===== src/design/fmcd_pkg.sv =====
package fmcd_pkg;

  // ****************************************
  // Motor command byte fields
  // ****************************************
  localparam int MCB_RUN1 = 0;
  localparam int MCB_RUN2 = 1;
  localparam int MCB_REMOTE = 2;
  localparam int MCB_FAULT_RESET = 3;
  localparam int MCB_TEST_TRIP = 5;
  localparam logic [7:0] MCB_USED_MASK = 8'h2F;
  localparam logic [7:0] MCB_RESET = 8'h00;

  // ****************************************
  // Service command codes
  // ****************************************
  localparam logic [15:0] SVC_NONE = 16'h0000;
  localparam logic [15:0] SVC_CLEAR_FAULT_QUEUE = 16'h0001;
  localparam logic [15:0] SVC_CLEAR_SNAPSHOT = 16'h0002;
  localparam logic [15:0] SVC_TEST_TRIP = 16'h0003;
  localparam logic [15:0] SVC_REPAIR_MODULES = 16'h0004;
  localparam logic [15:0] SVC_FACTORY_RESET = 16'h0005;
  localparam logic [15:0] SVC_SOFT_RESET = 16'h0006;
  localparam logic [15:0] SVC_RESET_FAULT = 16'h0007;
  localparam logic [15:0] SVC_PROOF_TEST = 16'h0008;
  localparam int SVC_COUNT = 8;

  // ****************************************
  // Field output word fields
  // ****************************************
  localparam int FOW_OUT1 = 0;
  localparam int FOW_OUT2 = 1;
  localparam int FOW_OUT3_SET = 2;
  localparam int FOW_LATCH_RESET = 3;
  localparam logic [15:0] FOW_RESET = 16'h0000;

  // ****************************************
  // Bit-mapped write indices
  // ****************************************
  localparam logic [3:0] BIT_FOW_BASE = 4'h8;
  localparam logic [3:0] BIT_LAST = 4'hB;

  // ****************************************
  // Readable word selections
  // ****************************************
  localparam logic [1:0] RSEL_STATUS = 2'h0;
  localparam logic [1:0] RSEL_FAULT = 2'h1;
  localparam logic [1:0] RSEL_INHIBIT = 2'h2;
  localparam logic [1:0] RSEL_WARNING = 2'h3;
  localparam logic [7:0] STATUS_RESET = 8'h00;

  // ****************************************
  // Carriers
  // ****************************************
  typedef struct packed {
    logic at_speed;
    logic ready;
    logic inhibited;
    logic warning;
    logic faulted;
    logic remote;
    logic running2;
    logic running1;
  } fmcd_status_t;

  typedef struct packed {
    logic [15:0] warning;
    logic [15:0] inhibit;
    logic [15:0] fault;
  } fmcd_codes_t;

  typedef struct packed {
    logic proof_test;
    logic reset_fault;
    logic soft_reset;
    logic factory_reset;
    logic repair_modules;
    logic test_trip;
    logic clear_snapshot;
    logic clear_fault_queue;
  } fmcd_service_t;

endpackage : fmcd_pkg


===== src/design/fmcd_decoder.sv =====
// Operation
// Single bits writable and readable via bit ports
// Command byte: run1, run2, remote, reset, trip
// Codes 1-3: clear queue, snapshot, test trip
// Service code zero does nothing
// Codes 4-8: repair, factory, soft, fault, proof
// Field word bits 0,1 drive outputs 1,2
// Bit 2 drives output 3 or sets latch
// Bit 3 resets latch only with option
// Status byte carries eight motor flags
// Selectable readable status and code words
// Status bit order running1 first, at-speed bit7
// Reserved bits and codes above eight ignored
`timescale 1ns/1ns
`default_nettype none

module fmcd_decoder (
  // Clock, reset, enable
  input wire logic i_mclk,
  input wire logic i_rst,
  input wire logic i_ce,
  // Word writes from the fieldbus side
  input wire logic i_mcb_wr,
  input wire logic [7:0] i_mcb_data,
  input wire logic i_svc_wr,
  input wire logic [15:0] i_svc_data,
  input wire logic i_fow_wr,
  input wire logic [15:0] i_fow_data,
  // Single-bit writes
  input wire logic i_bit_wr,
  input wire logic [3:0] i_bit_index,
  input wire logic i_bit_value,
  // Readback selection
  input wire logic [1:0] i_read_sel,
  input wire logic [2:0] i_read_bit,
  // Relay protection side
  input wire fmcd_pkg::fmcd_status_t i_status,
  input wire fmcd_pkg::fmcd_codes_t i_codes,
  input wire logic i_latch_option,
  // Motor actions
  output logic o_run1,
  output logic o_run2,
  output logic o_remote,
  output logic o_fault_reset,
  output logic o_test_trip,
  output fmcd_pkg::fmcd_service_t o_service,
  // Base control module outputs
  output logic [2:0] o_field_out,
  // Readback
  output logic [7:0] o_status_byte,
  output logic [15:0] o_read_word,
  output logic o_read_bit
);

  // ****************************************
  // Stored command words
  // ****************************************
  logic [7:0] motor_command_byte;
  logic [15:0] service_command_word;
  logic [15:0] field_output_word;
  logic [7:0] next_mcb;
  logic [15:0] next_fow;
  logic svc_fresh;

  wire logic bit_mcb = i_bit_wr && (i_bit_index < fmcd_pkg::BIT_FOW_BASE);
  wire logic bit_fow = i_bit_wr && (i_bit_index >= fmcd_pkg::BIT_FOW_BASE)
                       && (i_bit_index <= fmcd_pkg::BIT_LAST);
  wire logic [2:0] mcb_idx = i_bit_index[2:0];
  wire logic [1:0] fow_idx = 2'(i_bit_index - fmcd_pkg::BIT_FOW_BASE);

  always_comb begin
    next_mcb = motor_command_byte;
    if (i_mcb_wr) begin
      next_mcb = i_mcb_data & fmcd_pkg::MCB_USED_MASK;
    end else if (bit_mcb && fmcd_pkg::MCB_USED_MASK[mcb_idx]) begin
      next_mcb[mcb_idx] = i_bit_value;
    end
  end

  always_comb begin
    next_fow = field_output_word;
    if (i_fow_wr) begin
      next_fow = i_fow_data;
    end else if (bit_fow) begin
      next_fow[fow_idx] = i_bit_value;
    end
  end

  always_ff @(posedge i_mclk) begin
    if (i_rst) begin
      motor_command_byte <= fmcd_pkg::MCB_RESET;
      field_output_word <= fmcd_pkg::FOW_RESET;
      service_command_word <= fmcd_pkg::SVC_NONE;
      svc_fresh <= 1'b0;
    end else if (i_ce) begin
      motor_command_byte <= next_mcb;
      field_output_word <= next_fow;
      svc_fresh <= i_svc_wr;
      if (i_svc_wr) begin
        service_command_word <= i_svc_data;
      end
    end
  end

  // ****************************************
  // Motor command byte actions
  // ****************************************
  logic [7:0] mcb_rise;

  fmcd_edge #(
    .WIDTH(8)
  ) u_mcb_edge (
    .i_mclk(i_mclk),
    .i_rst(i_rst),
    .i_ce(i_ce),
    .i_level(motor_command_byte),
    .o_rise(mcb_rise)
  );

  // ****************************************
  // Service code decode
  // ****************************************
  wire logic svc_act = svc_fresh && i_ce;
  wire logic [15:0] svc = service_command_word;
  wire fmcd_pkg::fmcd_service_t svc_dec = '{
    clear_fault_queue: svc_act && (svc == fmcd_pkg::SVC_CLEAR_FAULT_QUEUE),
    clear_snapshot: svc_act && (svc == fmcd_pkg::SVC_CLEAR_SNAPSHOT),
    test_trip: svc_act && (svc == fmcd_pkg::SVC_TEST_TRIP),
    repair_modules: svc_act && (svc == fmcd_pkg::SVC_REPAIR_MODULES),
    factory_reset: svc_act && (svc == fmcd_pkg::SVC_FACTORY_RESET),
    soft_reset: svc_act && (svc == fmcd_pkg::SVC_SOFT_RESET),
    reset_fault: svc_act && (svc == fmcd_pkg::SVC_RESET_FAULT),
    proof_test: svc_act && (svc == fmcd_pkg::SVC_PROOF_TEST)
  };
  // Zero and codes above eight match no entry, so nothing fires


  always_ff @(posedge i_mclk) begin
    if (i_rst) begin
      o_run1 <= 1'b0;
      o_run2 <= 1'b0;
      o_remote <= 1'b0;
      o_fault_reset <= 1'b0;
      o_test_trip <= 1'b0;
      o_service <= '0;
    end else if (i_ce) begin
      o_run1 <= motor_command_byte[fmcd_pkg::MCB_RUN1];
      o_run2 <= motor_command_byte[fmcd_pkg::MCB_RUN2];
      o_remote <= motor_command_byte[fmcd_pkg::MCB_REMOTE];
      o_fault_reset <= mcb_rise[fmcd_pkg::MCB_FAULT_RESET] || svc_dec.reset_fault;
      o_test_trip <= mcb_rise[fmcd_pkg::MCB_TEST_TRIP] || svc_dec.test_trip;
      o_service <= svc_dec;
    end
  end

  // ****************************************
  // Base control module outputs
  // ****************************************
  logic latch_state;
  wire logic fo_set = field_output_word[fmcd_pkg::FOW_OUT3_SET];
  wire logic fo_clr = field_output_word[fmcd_pkg::FOW_LATCH_RESET] && i_latch_option;
  wire logic out3 = i_latch_option ? latch_state : fo_set;

  always_ff @(posedge i_mclk) begin
    if (i_rst) begin
      latch_state <= 1'b0;
      o_field_out <= 3'h0;
    end else if (i_ce) begin
      // Latch moves only with the option fitted, so no stale state shows later
      if (i_latch_option && fo_set && !fo_clr) begin
        latch_state <= 1'b1;
      end else if (fo_clr && !fo_set) begin
        latch_state <= 1'b0;
      end
      o_field_out <= {out3,
                      field_output_word[fmcd_pkg::FOW_OUT2],
                      field_output_word[fmcd_pkg::FOW_OUT1]};
    end
  end

  // ****************************************
  // Readback
  // ****************************************
  wire logic [7:0] status_now = i_status;
  wire logic [15:0] read_mux =
    (i_read_sel == fmcd_pkg::RSEL_STATUS) ? {8'h00, status_now} :
    (i_read_sel == fmcd_pkg::RSEL_FAULT) ? i_codes.fault :
    (i_read_sel == fmcd_pkg::RSEL_INHIBIT) ? i_codes.inhibit :
    i_codes.warning;

  always_ff @(posedge i_mclk) begin
    if (i_rst) begin
      o_status_byte <= fmcd_pkg::STATUS_RESET;
      o_read_word <= 16'h0000;
      o_read_bit <= 1'b0;
    end else if (i_ce) begin
      o_status_byte <= status_now;
      o_read_word <= read_mux;
      o_read_bit <= status_now[i_read_bit];
    end
  end

endmodule : fmcd_decoder

`default_nettype wire


===== src/design/fmcd_edge.sv =====
`timescale 1ns/1ns
`default_nettype none

module fmcd_edge #(
  parameter int WIDTH = 8
) (
  // Clock and reset
  input wire logic i_mclk,
  input wire logic i_rst,
  input wire logic i_ce,
  // Level in, rising-edge pulse out
  input wire logic [WIDTH-1:0] i_level,
  output logic [WIDTH-1:0] o_rise
);

  logic [WIDTH-1:0] prev;

  always_ff @(posedge i_mclk) begin
    if (i_rst) begin
      prev <= '0;
    end else if (i_ce) begin
      prev <= i_level;
    end
  end

  assign o_rise = i_level & ~prev & {WIDTH{i_ce}};

endmodule : fmcd_edge

`default_nettype wire


===== config.mk =====
export PLATFORM = sky130hd
export DESIGN_NAME = fmcd_decoder
export DESIGN_NICKNAME = d
export VERILOG_FILES = /design/src/design/fmcd_pkg.sv /design/src/design/fmcd_decoder.sv /design/src/design/fmcd_edge.sv
export SDC_FILE = /design/constraint.sdc
export NUM_CORES = 1
export LEC_CHECK = 0
export ABC_CLOCK_PERIOD_IN_PS = 1600
export BUFFER_PORTS_ARGS = -buffer_cell sky130_fd_sc_hd__clkbuf_2
export CORE_AREA = 2 2 95 106
export DETAILED_ROUTE_END_ITERATION = 7
export DIE_AREA = 0 0 97 108
export GPL_TIMING_DRIVEN = 1
export HOLD_SLACK_MARGIN = 0.03
export PLACE_DENSITY_LB_ADDON = 0.25
export SLEW_MARGIN = 20
export SYNTH_ARGS = -nofsm -noshare
export SYNTH_HDL_FRONTEND = slang
export SYNTH_SLANG_ARGS = --single-unit

===== constraint.sdc =====
create_clock -name i_mclk -period 1.6 [get_ports i_mclk]
set_input_delay 0.4 -clock i_mclk [delete_from_list [all_inputs] [get_ports i_mclk]]
set_output_delay 0.4 -clock i_mclk [all_outputs]
set_load 0.02 [all_outputs]

== Word-level counts from Yosys, hierarchy flattened ==
Memory sizes are Yosys's and may differ from the RTL's.
Cells that the tools add are included.
Word-level totals
  register bits: 89
  ROM bits: 8
  output and inout port bits: 41
  memories: 1
Cells by class
  add/sub/neg operators: 1
  $lt $le $gt $ge: 8
  equal/unequal tests: 10
  multiplexer cells: 19
  bitwise logic cells: 3
  reductions and logical operators: 31
Memories
  (name not given): depth 8, bits a word 1, read ports 1, clocked after Yosys merged registers in 0, write ports 0, RTL line fmcd_decoder.sv:75  | end else if (bit_mcb && fmcd_pkg::MCB_USED_MASK[mcb_idx]) begin
Operators with widths (number)
  $mux W16: 5
  $eq A16 B3 Y1 const B: 4
  $eq A16 B2 Y1 const B: 2
  $logic_and A1 B1 Y1: 19
  $bwmux W16: 1
  $eq A16 B1 Y1 const B: 1
  $eq A16 B4 Y1 const B: 1
  $mux W8: 2
  $and A6 B6 Y6: 2
  $bwmux W8: 1
  $lt A3 B4 Y1 const B: 2
  $reduce_and A2 Y1: 4
  $mux W1: 7
  $not A6 Y6: 1
  $reduce_bool A2 Y1: 3
  $lt A2 B5 Y1 const B: 1
  $ge A4 B4 Y1 const B: 1
  $le A4 B4 Y1 const B: 1
  $lt A4 B4 Y1 const B: 1
  $bmux W1 S3: 1
  $demux W1 S3: 1
  $ge A3 B1 Y1 const B: 1
  $demux W1 S2: 1
  $eq A2 B1 Y1 const B: 1
  6 further kinds: 8

== Logic depth before layout (Yosys ltp) ==
  depth after elaboration: 8
  gate-level depth with buffers: 6
  depth with buffers taken out: 4

== Cells and area by module ==
A second synthesis with hierarchy kept.
Second synthesis, totals
  cells, all modules: 371
  area, all modules: 3515.9 um2
Modules (own cells, without submodules)
  fmcd_decoder: times used 1, cells an instance 335, area an instance 3135.5 um2
  fmcd_edge: times used 1, cells an instance 36, area an instance 380.4 um2

== Least setup slack after synthesis ==
No wires, ideal clock.
  kind: input to register
  start: input port i_read_sel[1]
  end: register o_read_word[6]
  data arrival time: 1.360 ns
  required time: 1.472 ns
  setup slack: 0.113 ns
  stages on the path: 5
  path buffers: 2
  path through: buf_4 buf_6 mux4_2 mux2i_1 nor2_1
On the way
  cells in the longest elaborated chain, start to end: 4
  elaborated cells between the ends (all ways): 6
Ends and longest elaborated chain
  start, declared: RTL line fmcd_decoder.sv:34  | input wire logic [1:0] i_read_sel,
  $eq A2 B2 Y1: RTL line fmcd_decoder.sv:188  | (i_read_sel == fmcd_pkg::RSEL_INHIBIT) ? i_codes.inhibit :
  $mux W16: RTL line fmcd_decoder.sv:188
  $mux W16: RTL line fmcd_decoder.sv:187  | (i_read_sel == fmcd_pkg::RSEL_FAULT) ? i_codes.fault :
  $mux W16 *: RTL line fmcd_decoder.sv:186  | (i_read_sel == fmcd_pkg::RSEL_STATUS) ? {8'h00, status_now} :
  end signal, assigned: RTL line fmcd_decoder.sv:198  | o_read_word <= read_mux;
  end, declared: RTL line fmcd_decoder.sv:51  | output logic [15:0] o_read_word,
Every way passes the cells marked *; elsewhere a longest branch is shown, timed or not.
A chain may end at the register's enable or synchronous reset.

== Worst setup path after layout ==
  start: register service_command_word[11]
  end: register o_service[0] (netlist name)
On the way
  cells in the longest elaborated chain, start to end: 2
Ends and longest elaborated chain
  start, declared: RTL line fmcd_decoder.sv:59  | logic [15:0] service_command_word;
  start signal, assigned: RTL line fmcd_decoder.sv:93  | service_command_word <= fmcd_pkg::SVC_NONE;
  start signal, assigned: RTL line fmcd_decoder.sv:100  | service_command_word <= i_svc_data;
  $eq A16 B1 Y1: RTL line fmcd_decoder.sv:126  | clear_fault_queue: svc_act && (svc == fmcd_pkg::SVC_CLEAR_FAULT_QUEUE),
  $logic_and A1 B1 Y1: RTL line fmcd_decoder.sv:126
  end signal, assigned: RTL line fmcd_decoder.sv:152  | o_service <= svc_dec;
  end, declared: RTL line fmcd_decoder.sv:46  | output fmcd_pkg::fmcd_service_t o_service,
No other way between the ends.

==> impl_results.html <==
<table>
<tr><th>Metric</th><th>Value</th></tr>
<tr><th colspan="2">Status</th></tr>
<tr><td>Result of the run</td><td>complete, no violations</td></tr>
<tr><th colspan="2">CTS</th></tr>
<tr><td>Htree depth</td><td>3</td></tr>
<tr><td>Skew-Pair Late Insertion Delay</td><td>340 ps</td></tr>
<tr><td>Max Buffers Root-to-Sink</td><td>2</td></tr>
<tr><td>Number of buffers created by CTS</td><td>9</td></tr>
<tr><td>Clk sinks</td><td>70</td></tr>
<tr><td>Post-CTS setup buffers</td><td>0</td></tr>
<tr><td>Hold Buf Count CTS</td><td>0</td></tr>
<tr><td>Resized cells post-CTS</td><td>0</td></tr>
<tr><td>Clock transition at the registers of the reported paths</td><td>80 ps</td></tr>
<tr><td>TritonCTS clock tree</td><td>done</td></tr>
<tr><td>Root cell of the clock tree</td><td>sky130_fd_sc_hd__clkbuf_8</td></tr>
<tr><th colspan="2">Worst setup path</th></tr>
<tr><td>Kind of capture point of the worst setup path</td><td>register</td></tr>
<tr><td>Startpoint class of the critical path</td><td>register</td></tr>
<tr><td>CP Max Fanout</td><td>3</td></tr>
<tr><td>Worst EP arrival</td><td>1700 ps</td></tr>
<tr><td>Critical path launch point</td><td>service_command_word[11]$_SDFFE_PP0P_</td></tr>
<tr><td>R2r startpoint</td><td>service_command_word[11]$_SDFFE_PP0P_</td></tr>
<tr><td>Data required time at the worst endpoint</td><td>1870 ps</td></tr>
<tr><td>Critical path start-end classification</td><td>register to register</td></tr>
<tr><th colspan="2">Synth</th></tr>
<tr><td>Ranking of synthesized cells by instance count</td><td>sky130_fd_sc_hd__dfxtp_1, sky130_fd_sc_hd__nand2_1, sky130_fd_sc_hd__nor2_1</td></tr>
<tr><td>Cell with the most instances after synthesis</td><td>sky130_fd_sc_hd__dfxtp_1</td></tr>
<tr><td>Mean cell area of the mapped netlist</td><td>9.52 sq um</td></tr>
<tr><td>Number of synthesized register bits</td><td>70</td></tr>
<tr><td>Yosys top cell by area</td><td>sky130_fd_sc_hd__dfxtp_1</td></tr>
<tr><td>Post-Syn Nets</td><td>449</td></tr>
<tr><td>Number of synthesized flops with an enable pin</td><td>0</td></tr>
<tr><td>Warning count from the yosys run</td><td>0</td></tr>
<tr><td>Gate count after technology mapping</td><td>335</td></tr>
<tr><td>Distinct cells, synth</td><td>43</td></tr>
<tr><td>Area of the mapped netlist</td><td>3190 sq um</td></tr>
<tr><td>Area share of the largest cell type after synthesis</td><td>43.9%</td></tr>
<tr><td>Synth top area cells</td><td>sky130_fd_sc_hd__dfxtp_1, sky130_fd_sc_hd__mux2i_1, sky130_fd_sc_hd__mux4_2, sky130_fd_sc_hd__nand2_1, sky130_fd_sc_hd__nor2_1</td></tr>
<tr><td>Share of synthesized registers carrying an async set or reset</td><td>0%</td></tr>
<tr><td>Synth Flop Type</td><td>sky130_fd_sc_hd__dfxtp_1</td></tr>
<tr><td>Proportion of synthesized chip area in sequential cells</td><td>43.9%</td></tr>
<tr><th colspan="2">Worst hold path</th></tr>
<tr><td>Tightest Hold Check Type</td><td>primary input to register</td></tr>
<tr><td>Hold path start</td><td>i_svc_data[6]</td></tr>
<tr><th colspan="2">Floorplanning</th></tr>
<tr><td>Number of top-level pins</td><td>155</td></tr>
<tr><td>Core area</td><td>9310 sq um</td></tr>
<tr><td>Die Width</td><td>97 um</td></tr>
<tr><td>Initial cell density of the core</td><td>34.3%</td></tr>
<tr><td>Row cnt</td><td>37</td></tr>
<tr><td>Vertical extent of the die</td><td>108 um</td></tr>
<tr><td>Area of the die</td><td>10500 sq um</td></tr>
<tr><th colspan="2">Power and ir drop</th></tr>
<tr><td>Gate power share</td><td>16.8%</td></tr>
<tr><td>Net switching share of the total power</td><td>26.4%</td></tr>
<tr><td>Clock share of power</td><td>35.3%</td></tr>
<tr><td>Largest voltage drop on the vdd net</td><td>0.466 mV</td></tr>
<tr><td>Power Dens Cells</td><td>934 nW/um^2</td></tr>
<tr><td>Sequential group share of total power</td><td>47.9%</td></tr>
<tr><td>Total leakage power</td><td>1.92 nW</td></tr>
<tr><td>P_sw</td><td>0.00104 W</td></tr>
<tr><td>Internal</td><td>0.00290 W</td></tr>
<tr><th colspan="2">STA</th></tr>
<tr><td>Final worst-path cycle share</td><td>89.2%</td></tr>
<tr><td>Peak Freq</td><td>700 MHz</td></tr>
<tr><td>Max-Slew Margin vs Limit</td><td>67.8%</td></tr>
<tr><td>Number of max-slew violations in the final report</td><td>0</td></tr>
<tr><td>Clock Skew</td><td>9.15 ps</td></tr>
<tr><td>Slew at the pin closest to its max-slew limit</td><td>482 ps</td></tr>
<tr><td>Final hold viol count</td><td>0</td></tr>
<tr><td>Shortest period the worst path allows</td><td>1430 ps</td></tr>
<tr><td>Setup repair after global routing missed its margin</td><td>no</td></tr>
<tr><td>Final setup violating endpoints</td><td>0</td></tr>
<tr><th colspan="2">Place</th></tr>
<tr><td>Gpl congestion</td><td>0.887</td></tr>
<tr><td>Number of input and output port buffers inserted</td><td>139</td></tr>
<tr><td>Placement Cell Area</td><td>4030 sq um</td></tr>
<tr><td>Estimated wirelength of the detail-placed design</td><td>6240 um</td></tr>
<tr><th colspan="2">Global route</th></tr>
<tr><td>Vias in the first global route</td><td>2788</td></tr>
<tr><td>Largest net degree at the start of global routing</td><td>36</td></tr>
<tr><td>First-pass GRT wire length</td><td>12900 um</td></tr>
<tr><td>Antenna violations before repair</td><td>0</td></tr>
<tr><td>GRT Total Usage</td><td>15.3%</td></tr>
<tr><td>Congestion Overflow GR</td><td>0</td></tr>
<tr><th colspan="2">Routing</th></tr>
<tr><td>Total via count after detailed routing</td><td>2946</td></tr>
<tr><td>DR vias/cell</td><td>4.94</td></tr>
<tr><td>Number of search-and-repair iterations in the first detailed-routing pass</td><td>6</td></tr>
<tr><td>Final antenna-violating net count</td><td>0</td></tr>
<tr><td>Routed length on met2</td><td>4030 um</td></tr>
<tr><td>Highest metal layer with signal wires</td><td>met4</td></tr>
<tr><td>DRC violations left</td><td>0</td></tr>
<tr><td>Final wirelength</td><td>8120 um</td></tr>
<tr><td>Length of routed met3 wiring</td><td>455 um</td></tr>
<tr><td>Detailed-route wire length on metal 1</td><td>3440 um</td></tr>
<tr><td>DRC violation total after the first TritonRoute iteration</td><td>77</td></tr>
<tr><td>Post-detailed-route wirelength per cell</td><td>13.6 um</td></tr>
<tr><th colspan="2">Layout</th></tr>
<tr><td>Fin nets</td><td>589</td></tr>
<tr><td>Fraction of final layout cells with drive strength greater than 1</td><td>41.1%</td></tr>
<tr><td>Number of antenna cells inserted</td><td>0</td></tr>
<tr><td>Summed area of non-filler cells in the final layout</td><td>4220 sq um</td></tr>
<tr><td>Area added between synthesis and finish</td><td>32.4%</td></tr>
<tr><td>Final Util</td><td>45.4%</td></tr>
<tr><th colspan="2">Run</th></tr>
<tr><td># Max-Cap Violations</td><td>0</td></tr>
</table>
-- critical path, cell delays in order, from the launching register on --
cell and delay, ps:
sky130_fd_sc_hd__dfxtp_1 310, sky130_fd_sc_hd__or4_4 550, sky130_fd_sc_hd__nor2_4 140, sky130_fd_sc_hd__nand4b_1 180, sky130_fd_sc_hd__o21ai_1 180
-- area by class of cell --
class	instances	area, sq um
tap	117	146
inverter	4	15.0
clock buffer	11	141
fill	947	5080
clock inverter	4	47.5
multi-input combinational	237	1660
timing repair buffer	153	813
sequential	70	1400
-- registers in the layout, summed over array words and instances (netlist names) --
signal,count
motor_command_byte,5
o_test_trip,1
o_fault_reset,1
svc_fresh,1
field_output_word,4
o_read_word,16
o_field_out,3
service_command_word,16
latch_state,1
o_status_byte,8
o_read_bit,1
u_mcb_edge.prev,5
o_service,8
-- worst paths after layout --
kind / end / slack [ps] / depth (start not counted)
worst min-delay path: service_command_word[6]$_SDFFE_PP0P_ / 270 / 3
worst min register to register: o_service[7]$_SDFFE_PP0P_ / 450 / 2
worst max register to register: o_service[0]$_SDFFE_PP0P_ / 170 / 4
worst max-delay path: o_service[0]$_SDFFE_PP0P_ / 170 / 4
-- through the flow --
step	setup slack (ps)	hold WS, ps	cells	power, W	setup TNS (ps)
floorplan	113	432	335	0.00233	0
global placement	25.3	430	581	0.00258	0
detailed placement	-5.58	440	581	0.00260	-9.71
CTS	151	262	596	0.00400	0
global route	91.2	251	596	0.00415	0
finish	172	275	596	0.00394	0
-- power by group through the flow --
stage	clock [W]	sequential [W]	combinational [W]
detailed placement	0	0.00193	0.000668
global route	0.00153	0.00190	0.000728
CTS	0.00144	0.00189	0.000670
floorplan	0	0.00198	0.000349
finish	0.00139	0.00189	0.000662
global placement	0	0.00193	0.000655
-- kinds of logic (layout without fill, tap and decap cells) --
family / count (synthesis) / after routing / synth area share [%]
compound gates: 78 / 78 / 15.9
buf+inv: 28 / 172 / 4.12
flops: 70 / 70 / 43.9
mux: 45 / 45 / 18.4
simple gates: 114 / 114 / 17.7
-- metal layers --
| metal | GRT usage (%) | up-vias |
|---|---|---|
| met5 | 0 | - |
| met4 | 6.84 | 0 |
| met3 | 4.85 | 13 |
| met2 | 25.2 | 86 |
| met1 | 18.6 | 1369 |
| li1 | - | 1478 |
-- cell usage in the layout (no fill, tap or decap), drive strengths merged, types with 2 or more instances in the layout --
| cell | n |
|---|---|
| clkinv | 2 |
| o32ai | 2 |
| o21ai | 8 |
| a211oi | 18 |
| clkbuf | 150 |
| nand2b | 6 |
| mux2 | 8 |
| buf | 14 |
| mux4 | 10 |
| a21boi | 2 |
| or2 | 2 |
| inv | 4 |
| nor2b | 4 |
| a21oi | 25 |
| nand4 | 2 |
| a31o | 2 |
| nand2 | 49 |
| a22oi | 8 |
| nand4b | 2 |
| o22ai | 9 |
| nor2 | 39 |
| dfxtp | 70 |
| a21o | 2 |
| mux2i | 27 |
| nor4 | 2 |
Note: power is estimated with default switching activity, not from simulation.
